### src/hw/cntarr_pkg.sv
package cntarr_pkg;

  localparam int ADDR_W = 12;
  localparam int DATA_W = 32;
  localparam int CNT_W  = 16;

  // Register byte addresses
  localparam logic [ADDR_W-1:0] OFS_CTRL     = 12'h000;
  localparam logic [ADDR_W-1:0] OFS_PWMCFG   = 12'h004;
  localparam logic [ADDR_W-1:0] OFS_COUNT    = 12'h008;
  localparam logic [ADDR_W-1:0] OFS_IRQ_STAT = 12'h00c;
  localparam logic [ADDR_W-1:0] OFS_IRQ_CLR  = 12'h010;
  localparam logic [ADDR_W-1:0] OFS_IRQ_EN   = 12'h014;
  localparam logic [ADDR_W-1:0] MOD_BASE     = 12'h020;
  localparam logic [ADDR_W-1:0] MOD_STRIDE   = 12'h010;
  localparam logic [ADDR_W-1:0] MOD_MODE_OFS = 12'h000;
  localparam logic [ADDR_W-1:0] MOD_LOW_OFS  = 12'h004;
  localparam logic [ADDR_W-1:0] MOD_HIGH_OFS = 12'h008;

  // Field positions
  localparam int CTRL_COV_BIT   = 7;
  localparam int CTRL_RUN_BIT   = 6;
  localparam int PWMCFG_POV_BIT = 7;
  localparam int PWMCFG_WID_LSB = 0;
  localparam int STAT_COV_BIT   = 7;
  localparam int STAT_POV_BIT   = 6;
  localparam int MODE_ECOM_BIT  = 6;
  localparam int MODE_MAT_BIT   = 3;
  localparam int MODE_PWM_BIT   = 1;
  localparam int MAX_MODULES    = 6;

  // Encodings, reset values and counts
  localparam logic [1:0]       PWM_WIDTH_8 = 2'h0;
  localparam logic [7:0]       RST_BYTE    = 8'h00;
  localparam logic [CNT_W-1:0] RST_COUNT   = 16'h0000;
  localparam logic [CNT_W-1:0] COUNT_MAX   = 16'hffff;
  localparam logic [7:0]       LOW_MAX     = 8'hff;
  localparam int               PWM8_PERIOD = 256;

  typedef struct packed {
    logic ecom;
    logic mat;
    logic pwm;
  } cmp_mode_s;

  typedef struct packed {
    logic       wr_mode;
    logic       wr_low;
    logic       wr_high;
    logic [7:0] data;
  } cmp_wr_s;

  typedef struct packed {
    logic [CNT_W-1:0] count;
    logic             run;
    logic             low_wrap;
    logic             pwm8;
  } cnt_state_s;

endpackage

### src/hw/cmp_unit.sv
module cmp_unit
  import cntarr_pkg::*;
(
  // Clock and reset
  input  wire logic       sys_clk_in,
  input  wire logic       sys_rst_in,
  // Shared counter state and register writes
  input  wire cnt_state_s cnt_in,
  input  wire cmp_wr_s    wr_in,
  // Module state
  output cmp_mode_s       mode_out,
  output logic [7:0]      low_out,
  output logic [7:0]      high_out,
  output logic            pin_out,
  output logic            match_out
);

  cmp_mode_s  mode_ff;
  logic [7:0] low_ff;
  logic [7:0] high_ff;
  logic       pin_ff;

  cmp_mode_s  nxt_mode;
  logic [7:0] nxt_low;
  logic [7:0] nxt_high;
  logic       nxt_pin;

  wire        cmp_mode  = mode_ff.ecom & mode_ff.mat & ~mode_ff.pwm;
  wire        pwm_mode  = mode_ff.ecom & mode_ff.pwm & cnt_in.pwm8;
  wire [7:0]  next_low  = 8'(cnt_in.count[7:0] + 8'h01);
  wire        cmp_hit   = cmp_mode & (cnt_in.count == {high_ff, low_ff});
  // Pin is aligned with the counter value it belongs to, so look one count ahead
  wire        rise_wrap = cnt_in.low_wrap & (high_ff == RST_BYTE);
  wire        rise_step = cnt_in.run & ~cnt_in.low_wrap & (next_low == low_ff);
  wire        pwm_set   = pwm_mode & (rise_wrap | rise_step);

  assign match_out = cmp_hit | (pwm_set & mode_ff.mat & ~pin_ff);
  assign mode_out  = mode_ff;
  assign low_out   = low_ff;
  assign high_out  = high_ff;
  assign pin_out   = pin_ff;

  always_comb begin
    nxt_mode = mode_ff;
    if (wr_in.wr_mode) begin
      nxt_mode.ecom = wr_in.data[MODE_ECOM_BIT];
      nxt_mode.mat  = wr_in.data[MODE_MAT_BIT];
      nxt_mode.pwm  = wr_in.data[MODE_PWM_BIT];
    end
    if (wr_in.wr_low) begin
      nxt_mode.ecom = 1'b0;
    end
    if (wr_in.wr_high) begin
      nxt_mode.ecom = 1'b1;
    end
  end

  // Software write beats the automatic reload in the same cycle
  assign nxt_low  = wr_in.wr_low ? wr_in.data :
                    (pwm_mode & cnt_in.low_wrap) ? high_ff : low_ff;
  assign nxt_high = wr_in.wr_high ? wr_in.data : high_ff;

  always_comb begin
    if (!pwm_mode) begin
      nxt_pin = 1'b0;
    end else if (pwm_set) begin
      nxt_pin = 1'b1;
    end else if (cnt_in.low_wrap) begin
      nxt_pin = 1'b0;
    end else begin
      nxt_pin = pin_ff;
    end
  end

  always_ff @(posedge sys_clk_in) begin
    if (sys_rst_in) begin
      mode_ff <= '0;
      low_ff  <= RST_BYTE;
      high_ff <= RST_BYTE;
      pin_ff  <= 1'b0;
    end else begin
      mode_ff <= nxt_mode;
      low_ff  <= nxt_low;
      high_ff <= nxt_high;
      pin_ff  <= nxt_pin;
    end
  end

endmodule

### src/hw/counter_array_compare_pwm.sv
module counter_array_compare_pwm
  import cntarr_pkg::*;
#(
  parameter int NUM_MODULES = 3
) (
  // Clock and reset
  input  wire logic                   sys_clk_in,
  input  wire logic                   sys_rst_in,
  // APB slave
  input  wire logic                   apb_psel_in,
  input  wire logic                   apb_penable_in,
  input  wire logic                   apb_pwrite_in,
  input  wire logic [ADDR_W-1:0]      apb_paddr_in,
  input  wire logic [DATA_W-1:0]      apb_pwdata_in,
  output logic      [DATA_W-1:0]      apb_prdata_out,
  output logic                        apb_pready_out,
  output logic                        apb_pslverr_out,
  // Module output pins and interrupt
  output logic      [NUM_MODULES-1:0] module_output_pin_out,
  output logic                        irq_out
);

  if (NUM_MODULES < 1 || NUM_MODULES > MAX_MODULES) begin : g_bad_count
    $error("NUM_MODULES must be between 1 and 6");
  end

  logic [CNT_W-1:0]       count_ff;
  logic                   counter_run_ff;
  logic [1:0]             pwm_width_select_ff;
  logic                   counter_overflow_flag_ff;
  logic                   pwm_overflow_flag_ff;
  logic [NUM_MODULES-1:0] module_match_flag_ff;
  logic [7:0]             irq_enable_ff;
  logic [DATA_W-1:0]      prdata_ff;
  logic                   pslverr_ff;

  logic [CNT_W-1:0]       nxt_count;
  logic [NUM_MODULES-1:0] nxt_match_flag;
  logic                   nxt_cov_flag;
  logic                   nxt_pov_flag;
  logic [DATA_W-1:0]      rd_mux;
  logic [7:0]             irq_status;

  // Per-module wires
  cmp_mode_s              mode_w   [NUM_MODULES];
  logic [7:0]             low_w    [NUM_MODULES];
  logic [7:0]             high_w   [NUM_MODULES];
  logic [7:0]             mode_byte[NUM_MODULES];
  cmp_wr_s                wr_w     [NUM_MODULES];
  logic [NUM_MODULES-1:0] match_w;
  logic [NUM_MODULES-1:0] pin_w;
  logic [NUM_MODULES-1:0] hit_mode;
  logic [NUM_MODULES-1:0] hit_low;
  logic [NUM_MODULES-1:0] hit_high;
  logic [NUM_MODULES-1:0] match_clr;
  cnt_state_s             cnt;

  // APB decode
  wire apb_setup  = apb_psel_in & ~apb_penable_in;
  wire apb_access = apb_psel_in & apb_penable_in;
  wire hit_ctrl   = (apb_paddr_in == OFS_CTRL);
  wire hit_pcfg   = (apb_paddr_in == OFS_PWMCFG);
  wire hit_count  = (apb_paddr_in == OFS_COUNT);
  wire hit_istat  = (apb_paddr_in == OFS_IRQ_STAT);
  wire hit_iclr   = (apb_paddr_in == OFS_IRQ_CLR);
  wire hit_ien    = (apb_paddr_in == OFS_IRQ_EN);
  wire mapped     = hit_ctrl | hit_pcfg | hit_count | hit_istat | hit_iclr | hit_ien |
                    (|hit_mode) | (|hit_low) | (|hit_high);
  wire wr_acc     = apb_access & apb_pwrite_in & mapped;
  wire wr_ctrl    = wr_acc & hit_ctrl;
  wire wr_pcfg    = wr_acc & hit_pcfg;
  wire wr_iclr    = wr_acc & hit_iclr;
  wire wr_ien     = wr_acc & hit_ien;
  wire [7:0] wbyte = apb_pwdata_in[7:0];

  // Counter events
  wire low_wrap   = counter_run_ff & (count_ff[7:0] == LOW_MAX);
  wire full_wrap  = counter_run_ff & (count_ff == COUNT_MAX);
  wire pwm8       = (pwm_width_select_ff == PWM_WIDTH_8);

  assign nxt_count = counter_run_ff ? 16'(count_ff + 16'h0001) : count_ff;
  assign cnt       = '{count: count_ff, run: counter_run_ff, low_wrap: low_wrap, pwm8: pwm8};

  // Sticky flags: hardware set wins over any clear in the same cycle
  wire cov_clr = (wr_ctrl & ~wbyte[CTRL_COV_BIT]) | (wr_iclr & wbyte[STAT_COV_BIT]);
  wire pov_clr = (wr_pcfg & ~wbyte[PWMCFG_POV_BIT]) | (wr_iclr & wbyte[STAT_POV_BIT]);
  assign nxt_cov_flag   = full_wrap | (counter_overflow_flag_ff & ~cov_clr);
  assign nxt_pov_flag   = low_wrap | (pwm_overflow_flag_ff & ~pov_clr);
  assign nxt_match_flag = match_w | (module_match_flag_ff & ~match_clr);

  for (genvar n = 0; n < NUM_MODULES; n++) begin : g_mod
    localparam logic [ADDR_W-1:0] MADDR = 12'(MOD_BASE + 12'(n) * MOD_STRIDE);

    assign hit_mode[n]  = (apb_paddr_in == 12'(MADDR + MOD_MODE_OFS));
    assign hit_low[n]   = (apb_paddr_in == 12'(MADDR + MOD_LOW_OFS));
    assign hit_high[n]  = (apb_paddr_in == 12'(MADDR + MOD_HIGH_OFS));
    // Clear by writing zero to the control bit, or one to the clear register
    assign match_clr[n] = (wr_ctrl & ~wbyte[n]) | (wr_iclr & wbyte[n]);
    assign wr_w[n]      = '{wr_mode: wr_acc & hit_mode[n], wr_low: wr_acc & hit_low[n],
                            wr_high: wr_acc & hit_high[n], data: wbyte};
    assign mode_byte[n] = (8'(mode_w[n].ecom) << MODE_ECOM_BIT) |
                          (8'(mode_w[n].mat) << MODE_MAT_BIT) |
                          (8'(mode_w[n].pwm) << MODE_PWM_BIT);

    cmp_unit u_cmp (
      .sys_clk_in (sys_clk_in),
      .sys_rst_in (sys_rst_in),
      .cnt_in     (cnt),
      .wr_in      (wr_w[n]),
      .mode_out   (mode_w[n]),
      .low_out    (low_w[n]),
      .high_out   (high_w[n]),
      .pin_out    (pin_w[n]),
      .match_out  (match_w[n])
    );

    wire pwm_act = mode_w[n].ecom & mode_w[n].pwm & pwm8;

    a_cmp_sets_flag: assert property (@(posedge sys_clk_in) disable iff (sys_rst_in)
      (mode_w[n].ecom && mode_w[n].mat && !mode_w[n].pwm &&
       count_ff == {high_w[n], low_w[n]}) |=> module_match_flag_ff[n])
      else $error("compare match did not set module flag");

    a_flag_sticky: assert property (@(posedge sys_clk_in) disable iff (sys_rst_in)
      (module_match_flag_ff[n] && !match_clr[n]) |=> module_match_flag_ff[n])
      else $error("module flag dropped without software clear");

    a_low_wr_ecom: assert property (@(posedge sys_clk_in) disable iff (sys_rst_in)
      (wr_acc && hit_low[n]) |=> (!mode_w[n].ecom && low_w[n] == $past(wbyte)))
      else $error("low byte write did not clear comparator enable");

    a_high_wr_ecom: assert property (@(posedge sys_clk_in) disable iff (sys_rst_in)
      (wr_acc && hit_high[n]) |=> mode_w[n].ecom)
      else $error("high byte write did not set comparator enable");

    a_pwm_rise: assert property (@(posedge sys_clk_in) disable iff (sys_rst_in)
      (pwm_act && counter_run_ff && !low_wrap &&
       8'(count_ff[7:0] + 8'h01) == low_w[n]) |=> pin_w[n])
      else $error("pwm pin not set on low byte match");

    a_pwm_fall: assert property (@(posedge sys_clk_in) disable iff (sys_rst_in)
      (pwm_act && low_wrap && high_w[n] != RST_BYTE) |=> !pin_w[n])
      else $error("pwm pin not cleared on low byte overflow");

    a_pwm_reload: assert property (@(posedge sys_clk_in) disable iff (sys_rst_in)
      (pwm_act && low_wrap && !(wr_acc && hit_low[n])) |=> low_w[n] == $past(high_w[n]))
      else $error("low compare byte not reloaded from high byte");

    a_pwm_zero_duty: assert property (@(posedge sys_clk_in) disable iff (sys_rst_in)
      (mode_w[n].pwm && !mode_w[n].ecom) |=> !pin_w[n])
      else $error("pwm pin high with comparator disabled");

    a_pwm_full_duty: assert property (@(posedge sys_clk_in) disable iff (sys_rst_in)
      (pwm_act && pin_w[n] && high_w[n] == RST_BYTE && low_w[n] == RST_BYTE &&
       !wr_acc) |=> pin_w[n])
      else $error("pwm pin fell with zero high byte");

    a_pwm_edge_flag: assert property (@(posedge sys_clk_in) disable iff (sys_rst_in)
      ($past(mode_w[n].mat) && $rose(pin_w[n])) |-> module_match_flag_ff[n])
      else $error("pwm rising edge did not set module flag");
  end

  // Interrupt status layout: counter wrap, pwm wrap, module matches
  always_comb begin
    irq_status                 = 8'h00;
    irq_status[NUM_MODULES-1:0] = module_match_flag_ff;
    irq_status[STAT_POV_BIT]    = pwm_overflow_flag_ff;
    irq_status[STAT_COV_BIT]    = counter_overflow_flag_ff;
  end

  assign irq_out = |(irq_status & irq_enable_ff);

  always_comb begin
    rd_mux = '0;
    if (hit_ctrl) begin
      rd_mux[NUM_MODULES-1:0] = module_match_flag_ff;
      rd_mux[CTRL_RUN_BIT]    = counter_run_ff;
      rd_mux[CTRL_COV_BIT]    = counter_overflow_flag_ff;
    end
    if (hit_pcfg) begin
      rd_mux[PWMCFG_WID_LSB +: 2] = pwm_width_select_ff;
      rd_mux[PWMCFG_POV_BIT]      = pwm_overflow_flag_ff;
    end
    if (hit_count) begin
      rd_mux[CNT_W-1:0] = count_ff;
    end
    if (hit_istat) begin
      rd_mux[7:0] = irq_status;
    end
    if (hit_ien) begin
      rd_mux[7:0] = irq_enable_ff;
    end
    for (int i = 0; i < NUM_MODULES; i++) begin
      if (hit_mode[i]) begin
        rd_mux[7:0] = mode_byte[i];
      end
      if (hit_low[i]) begin
        rd_mux[7:0] = low_w[i];
      end
      if (hit_high[i]) begin
        rd_mux[7:0] = high_w[i];
      end
    end
  end

  // Read data latched in setup so the access phase sees a stable register
  always_ff @(posedge sys_clk_in) begin
    if (sys_rst_in) begin
      prdata_ff  <= '0;
      pslverr_ff <= 1'b0;
    end else if (apb_setup) begin
      prdata_ff  <= apb_pwrite_in ? '0 : rd_mux;
      pslverr_ff <= ~mapped;
    end
  end

  assign apb_prdata_out        = prdata_ff;
  assign apb_pready_out        = 1'b1;
  assign apb_pslverr_out       = pslverr_ff & apb_access;
  assign module_output_pin_out = pin_w;

  always_ff @(posedge sys_clk_in) begin
    if (sys_rst_in) begin
      count_ff                 <= RST_COUNT;
      counter_run_ff           <= 1'b0;
      pwm_width_select_ff      <= PWM_WIDTH_8;
      counter_overflow_flag_ff <= 1'b0;
      pwm_overflow_flag_ff     <= 1'b0;
      module_match_flag_ff     <= '0;
      irq_enable_ff            <= 8'h00;
    end else begin
      count_ff                 <= nxt_count;
      counter_overflow_flag_ff <= nxt_cov_flag;
      pwm_overflow_flag_ff     <= nxt_pov_flag;
      module_match_flag_ff     <= nxt_match_flag;
      if (wr_ctrl) begin
        counter_run_ff <= wbyte[CTRL_RUN_BIT];
      end
      if (wr_pcfg) begin
        pwm_width_select_ff <= wbyte[PWMCFG_WID_LSB +: 2];
      end
      if (wr_ien) begin
        irq_enable_ff <= wbyte;
      end
    end
  end

  a_run_hold: assert property (@(posedge sys_clk_in) disable iff (sys_rst_in)
    !counter_run_ff |=> $stable(count_ff))
    else $error("counter moved while stopped");

  a_ovf_wrap: assert property (@(posedge sys_clk_in) disable iff (sys_rst_in)
    full_wrap |=> (count_ff == RST_COUNT && counter_overflow_flag_ff))
    else $error("counter wrap did not set overflow flag");

  a_ovf_irq: assert property (@(posedge sys_clk_in) disable iff (sys_rst_in)
    (full_wrap && irq_enable_ff[STAT_COV_BIT] && !wr_ien) |=> irq_out)
    else $error("enabled overflow did not raise interrupt");

  a_pov_period: assert property (@(posedge sys_clk_in) disable iff (sys_rst_in)
    (low_wrap && !pov_clr) ##1 (counter_run_ff && !pov_clr)[*8] |-> pwm_overflow_flag_ff)
    else $error("low byte overflow did not set pwm overflow flag");

  a_reset_clean: assert property (@(posedge sys_clk_in)
    sys_rst_in |=> (module_output_pin_out == '0 && module_match_flag_ff == '0 &&
                    !counter_overflow_flag_ff && !pwm_overflow_flag_ff && !irq_out))
    else $error("state not clean after reset");

endmodule

### config.mk
export PLATFORM = sky130hd
export DESIGN_NAME = counter_array_compare_pwm
export DESIGN_NICKNAME = d
export VERILOG_FILES = /design/src/hw/cntarr_pkg.sv /design/src/hw/cmp_unit.sv /design/src/hw/counter_array_compare_pwm.sv
export SDC_FILE = /design/constraint.sdc
export NUM_CORES = 1
export LEC_CHECK = 0
export BUFFER_PORTS_ARGS = -buffer_cell sky130_fd_sc_hd__buf_2
export CAP_MARGIN = 20
export CELL_PAD_IN_SITES_DETAIL_PLACEMENT = 1
export CELL_PAD_IN_SITES_GLOBAL_PLACEMENT = 1
export CORE_ASPECT_RATIO = 0.9
export CORE_MARGIN = 2
export CORE_UTILIZATION = 47
export DETAILED_ROUTE_END_ITERATION = 16
export PLACE_DENSITY = 0.94
export SYNTH_ARGS = -nofsm -noshare
export SYNTH_HDL_FRONTEND = slang
export SYNTH_SLANG_ARGS = --single-unit
### constraint.sdc
create_clock -name sys_clk_in -period 7.6 [get_ports sys_clk_in]
set_clock_uncertainty 0.2 [all_clocks]
set_input_delay 2.28 -clock sys_clk_in [delete_from_list [all_inputs] [get_ports sys_clk_in]]
set_output_delay 2.28 -clock sys_clk_in [all_outputs]
set_load 0.02 [all_outputs]
==> results.toml <==
[global_routing]
grt_pass1_vias = 7062
grt_max_degree = 73
grt.total_usage_pct = 33.79
grt_antenna_before_repair = 0
grt_pass1_wl_mm = 41.66
grt_overflow_total = 0

[routing]
drc = 0
num_vias = 7283
drtIter0Drc = 966
routedWlPerCell_um = 25.43
drtPass1Iterations = 7
avgViaCountPerCell = 6.813
routed_wl_mm = 27.18
final_antenna_net_count = 0

[power_and_ir_drop]
peakVddDrop_v = 0.0001226
powerDensity_mw_per_mm2 = 158.3
p_leak_uw = 0.002840

[clock_network]
tritoncts.num_buffers = 9
cts_sinks = 109
ctsRootBufferMaster = "clkbuf_16"
htree_levels = 3
cts_tree = "built"
ctsHoldBuffers = 0
clockBufferDepth = 2
cts_setup_buffers = 0
path_clk_slew_ns = 0.08
cts_resized = 0
clk_latency_ns = 0.37

[sta]
fin_crit_sh_pct = 68.97
grt_setup_unrepaired = "no"
period_minus_slack_ns = 5.242
finalMaxSlewViolations = 0
relSlewSlack_pct = 34.16
setup_viol_count_final = 0
worst_slew_pin_slew_ns = 0.9850
setup_slack_ns = 2.358
timing.setup.tns_ns = 0
hold_viol = 0
max_freq_mhz = 190.8

[setup_path]
worstPathRequired_ns = 5.12
end_kind = "output pin"
crit_type = "input port to output pin"
path_buf_inv = 2
cp_common_cell = "buf_2"
cp_slowest_cell = "and3_1"
path_cells = "buf_2 > and3_1 > buf_2"
arrival_ns = 2.76
slowest_delay_ns = 0.19
cp-start-kind = "input port"
path_max_fanout = 4
path_delay_family = "buffers and inverters"

[layout]
drive_gt1_share_pct = 11.84
final_area_mm2 = 0.007523
nets = 915
fin_util_pct = 51.13
mostFrequentLayoutCell = "nor2_1"
fillers = 1779
synthToLayoutAreaGrowth_pct = 5.993
layout_common_cells = "nor2_1 (114), dfxtp_1 (109), nand2_1 (59), mux2i_1 (57), xnor2_1 (46)"

[synth]
synth_cells = 885
synth_cell_types = 76
synth_edf_count = 0
ys_seq_area_share_pct = 30.74
synthArstFlopShare_pct = 0
synth_warnings = 0
synth_seq_cells = 109
ys.flop_type = "dfxtp_1"
avgSynthCellArea_um2 = 8.020
syn_area_mm2 = 0.007098

[floorplanning]
die_area_mm2 = 0.01610
die_w_um = 133.5
die_h_um = 120.6
rows = 42
io_pins = 87
initial_core_util_pct = 48.24
fp.coreArea_mm2 = 0.01471

[place]
placed_area_mm2 = 0.007199
gp_congestion = 0.9673
post-place-ws_ns = 2.288
portBuffers = 45
hpwl_mm = 18.55

[min_path]
hold_class = "flop to flop"

[job]
max_cap_violations = 0

[outcome]
status = "finished clean"
-- per-layer routing --
| metal | vias up | global-route usage [%] | share of wire [%] |
|---|---|---|---|
| met5 | - | 0 | 0 |
| met4 | 0 | 16.62 | 4.9 |
| met3 | 121 | 6.751 | 9.6 |
| met2 | 461 | 54.35 | 46 |
| met1 | 3589 | 43.41 | 40 |
| li1 | 3112 | - | - |
-- worst min-delay path, delay by kind of cell, from the launching register on --
family	cells	cell delay, ns
AO/OA/AOI/OAI	1	0.06
flip-flops	1	0.33
AND/OR/NAND/NOR	1	0.05
-- synthesized netlist by cell type, types with 5 or more instances --
master	n	area share, %
a31oi_1	8	0.71
o22ai_1	8	0.71
o211ai_1	7	0.74
o21a_1	5	0.53
inv_1	7	0.37
a32oi_1	7	0.86
o21ai_0	36	2.5
mux2i_1	57	8.0
a211oi_2	8	1.4
and2_1	5	0.44
nand3_1	32	2.3
xor2_1	31	3.8
a22oi_1	13	1.4
clkbuf_1	50	2.6
nor3_1	15	1.1
nor2b_1	8	0.71
a211oi_1	21	2.2
mux2_2	6	0.95
nand2_1	59	3.1
nor3b_1	6	0.63
dfxtp_1	109	31
xnor2_1	46	5.7
nor2_1	114	6.0
a21oi_1	43	3.0
buf_4	20	2.1
and3_1	14	1.2
nor4_1	18	1.6
or3_1	5	0.44
nand2b_1	6	0.53
buf_2	15	1.1
buf_1	8	0.42
or2_2	5	0.44
nand4_1	16	1.4
a22o_1	6	0.74
-- power by group --
part / switching (µW) / leakage, µW / internal, µW
combinational: 70.5 / 0.00180 / 19.5
sequential: 0.143 / 0.000878 / 571
clock: 238 / 0.000161 / 292
total: 309 / 0.00284 / 882
-- cell type report --
cell class                 count  area (µm²)  share of cell area (%)
antenna                        1       2.502                 0.03326
tap                          198       247.7                   3.293
clock buffer                   9       225.2                   2.994
sequential                   109        2182                   29.00
multi-input combinational    687        4471                   59.42
inverter                       7       26.28                  0.3492
timing repair buffer          51       272.8                   3.625
clock inverter                 7       96.34                   1.281
-- flip-flops by register name, summed over array words and instances (netlist names) --
name	flops
count_ff	16
g_mod.u_cmp.pin_out	3
module_match_flag_ff	3
pwm_overflow_flag_ff	1
g_mod.u_cmp.high_out	24
counter_run_ff	1
irq_enable_ff	8
counter_overflow_flag_ff	1
g_mod.u_cmp.low_out	24
pwm_width_select_ff	2
apb_prdata_out	16
g_mod.u_cmp.mode_out	9
pslverr_ff	1
-- metrics by stage --
stage | std cells | hold slack, ns | total power (µW)
final | 1069 | 0.2682 | 1191
after global routing | 1068 | 0.3020 | 1218
after CTS | 1068 | 0.2716 | 1187
after detailed placement | 1052 | 0.2454 | 669.2
after global placement | 1052 | 0.2426 | 667.3
after floorplan | 900 | 0.2360 | 648.4
-- kinds of logic after synthesis --
family / count (synthesis) / synth area share [%]
buffers and inverters: 104 / 7.069
multiplexers: 63 / 8.990
flip-flops: 109 / 30.74
AO/OA/AOI/OAI: 195 / 19.00
adder cells (fa/ha/maj): 1 / 0.1762
AND/OR/NAND/NOR: 334 / 24.41
XOR/XNOR: 77 / 9.501
other: 2 / 0.1058
-- path summary, 6_finish.rpt --
check	from	endpoint	slack [ns]	cells past startpoint
max	apb_psel_in	apb_pslverr_out	2.36	3
min	apb_prdata_out[4]$_SDFFE_PP0P_	apb_prdata_out[4]$_SDFFE_PP0P_	0.27	2
max reg2reg	count_ff[3]$_SDFFE_PP0P_	module_match_flag_ff[1]$_SDFF_PP0_	4.30	6
min reg2reg	apb_prdata_out[4]$_SDFFE_PP0P_	apb_prdata_out[4]$_SDFFE_PP0P_	0.27	2
(Power assumes the default switching activity.)
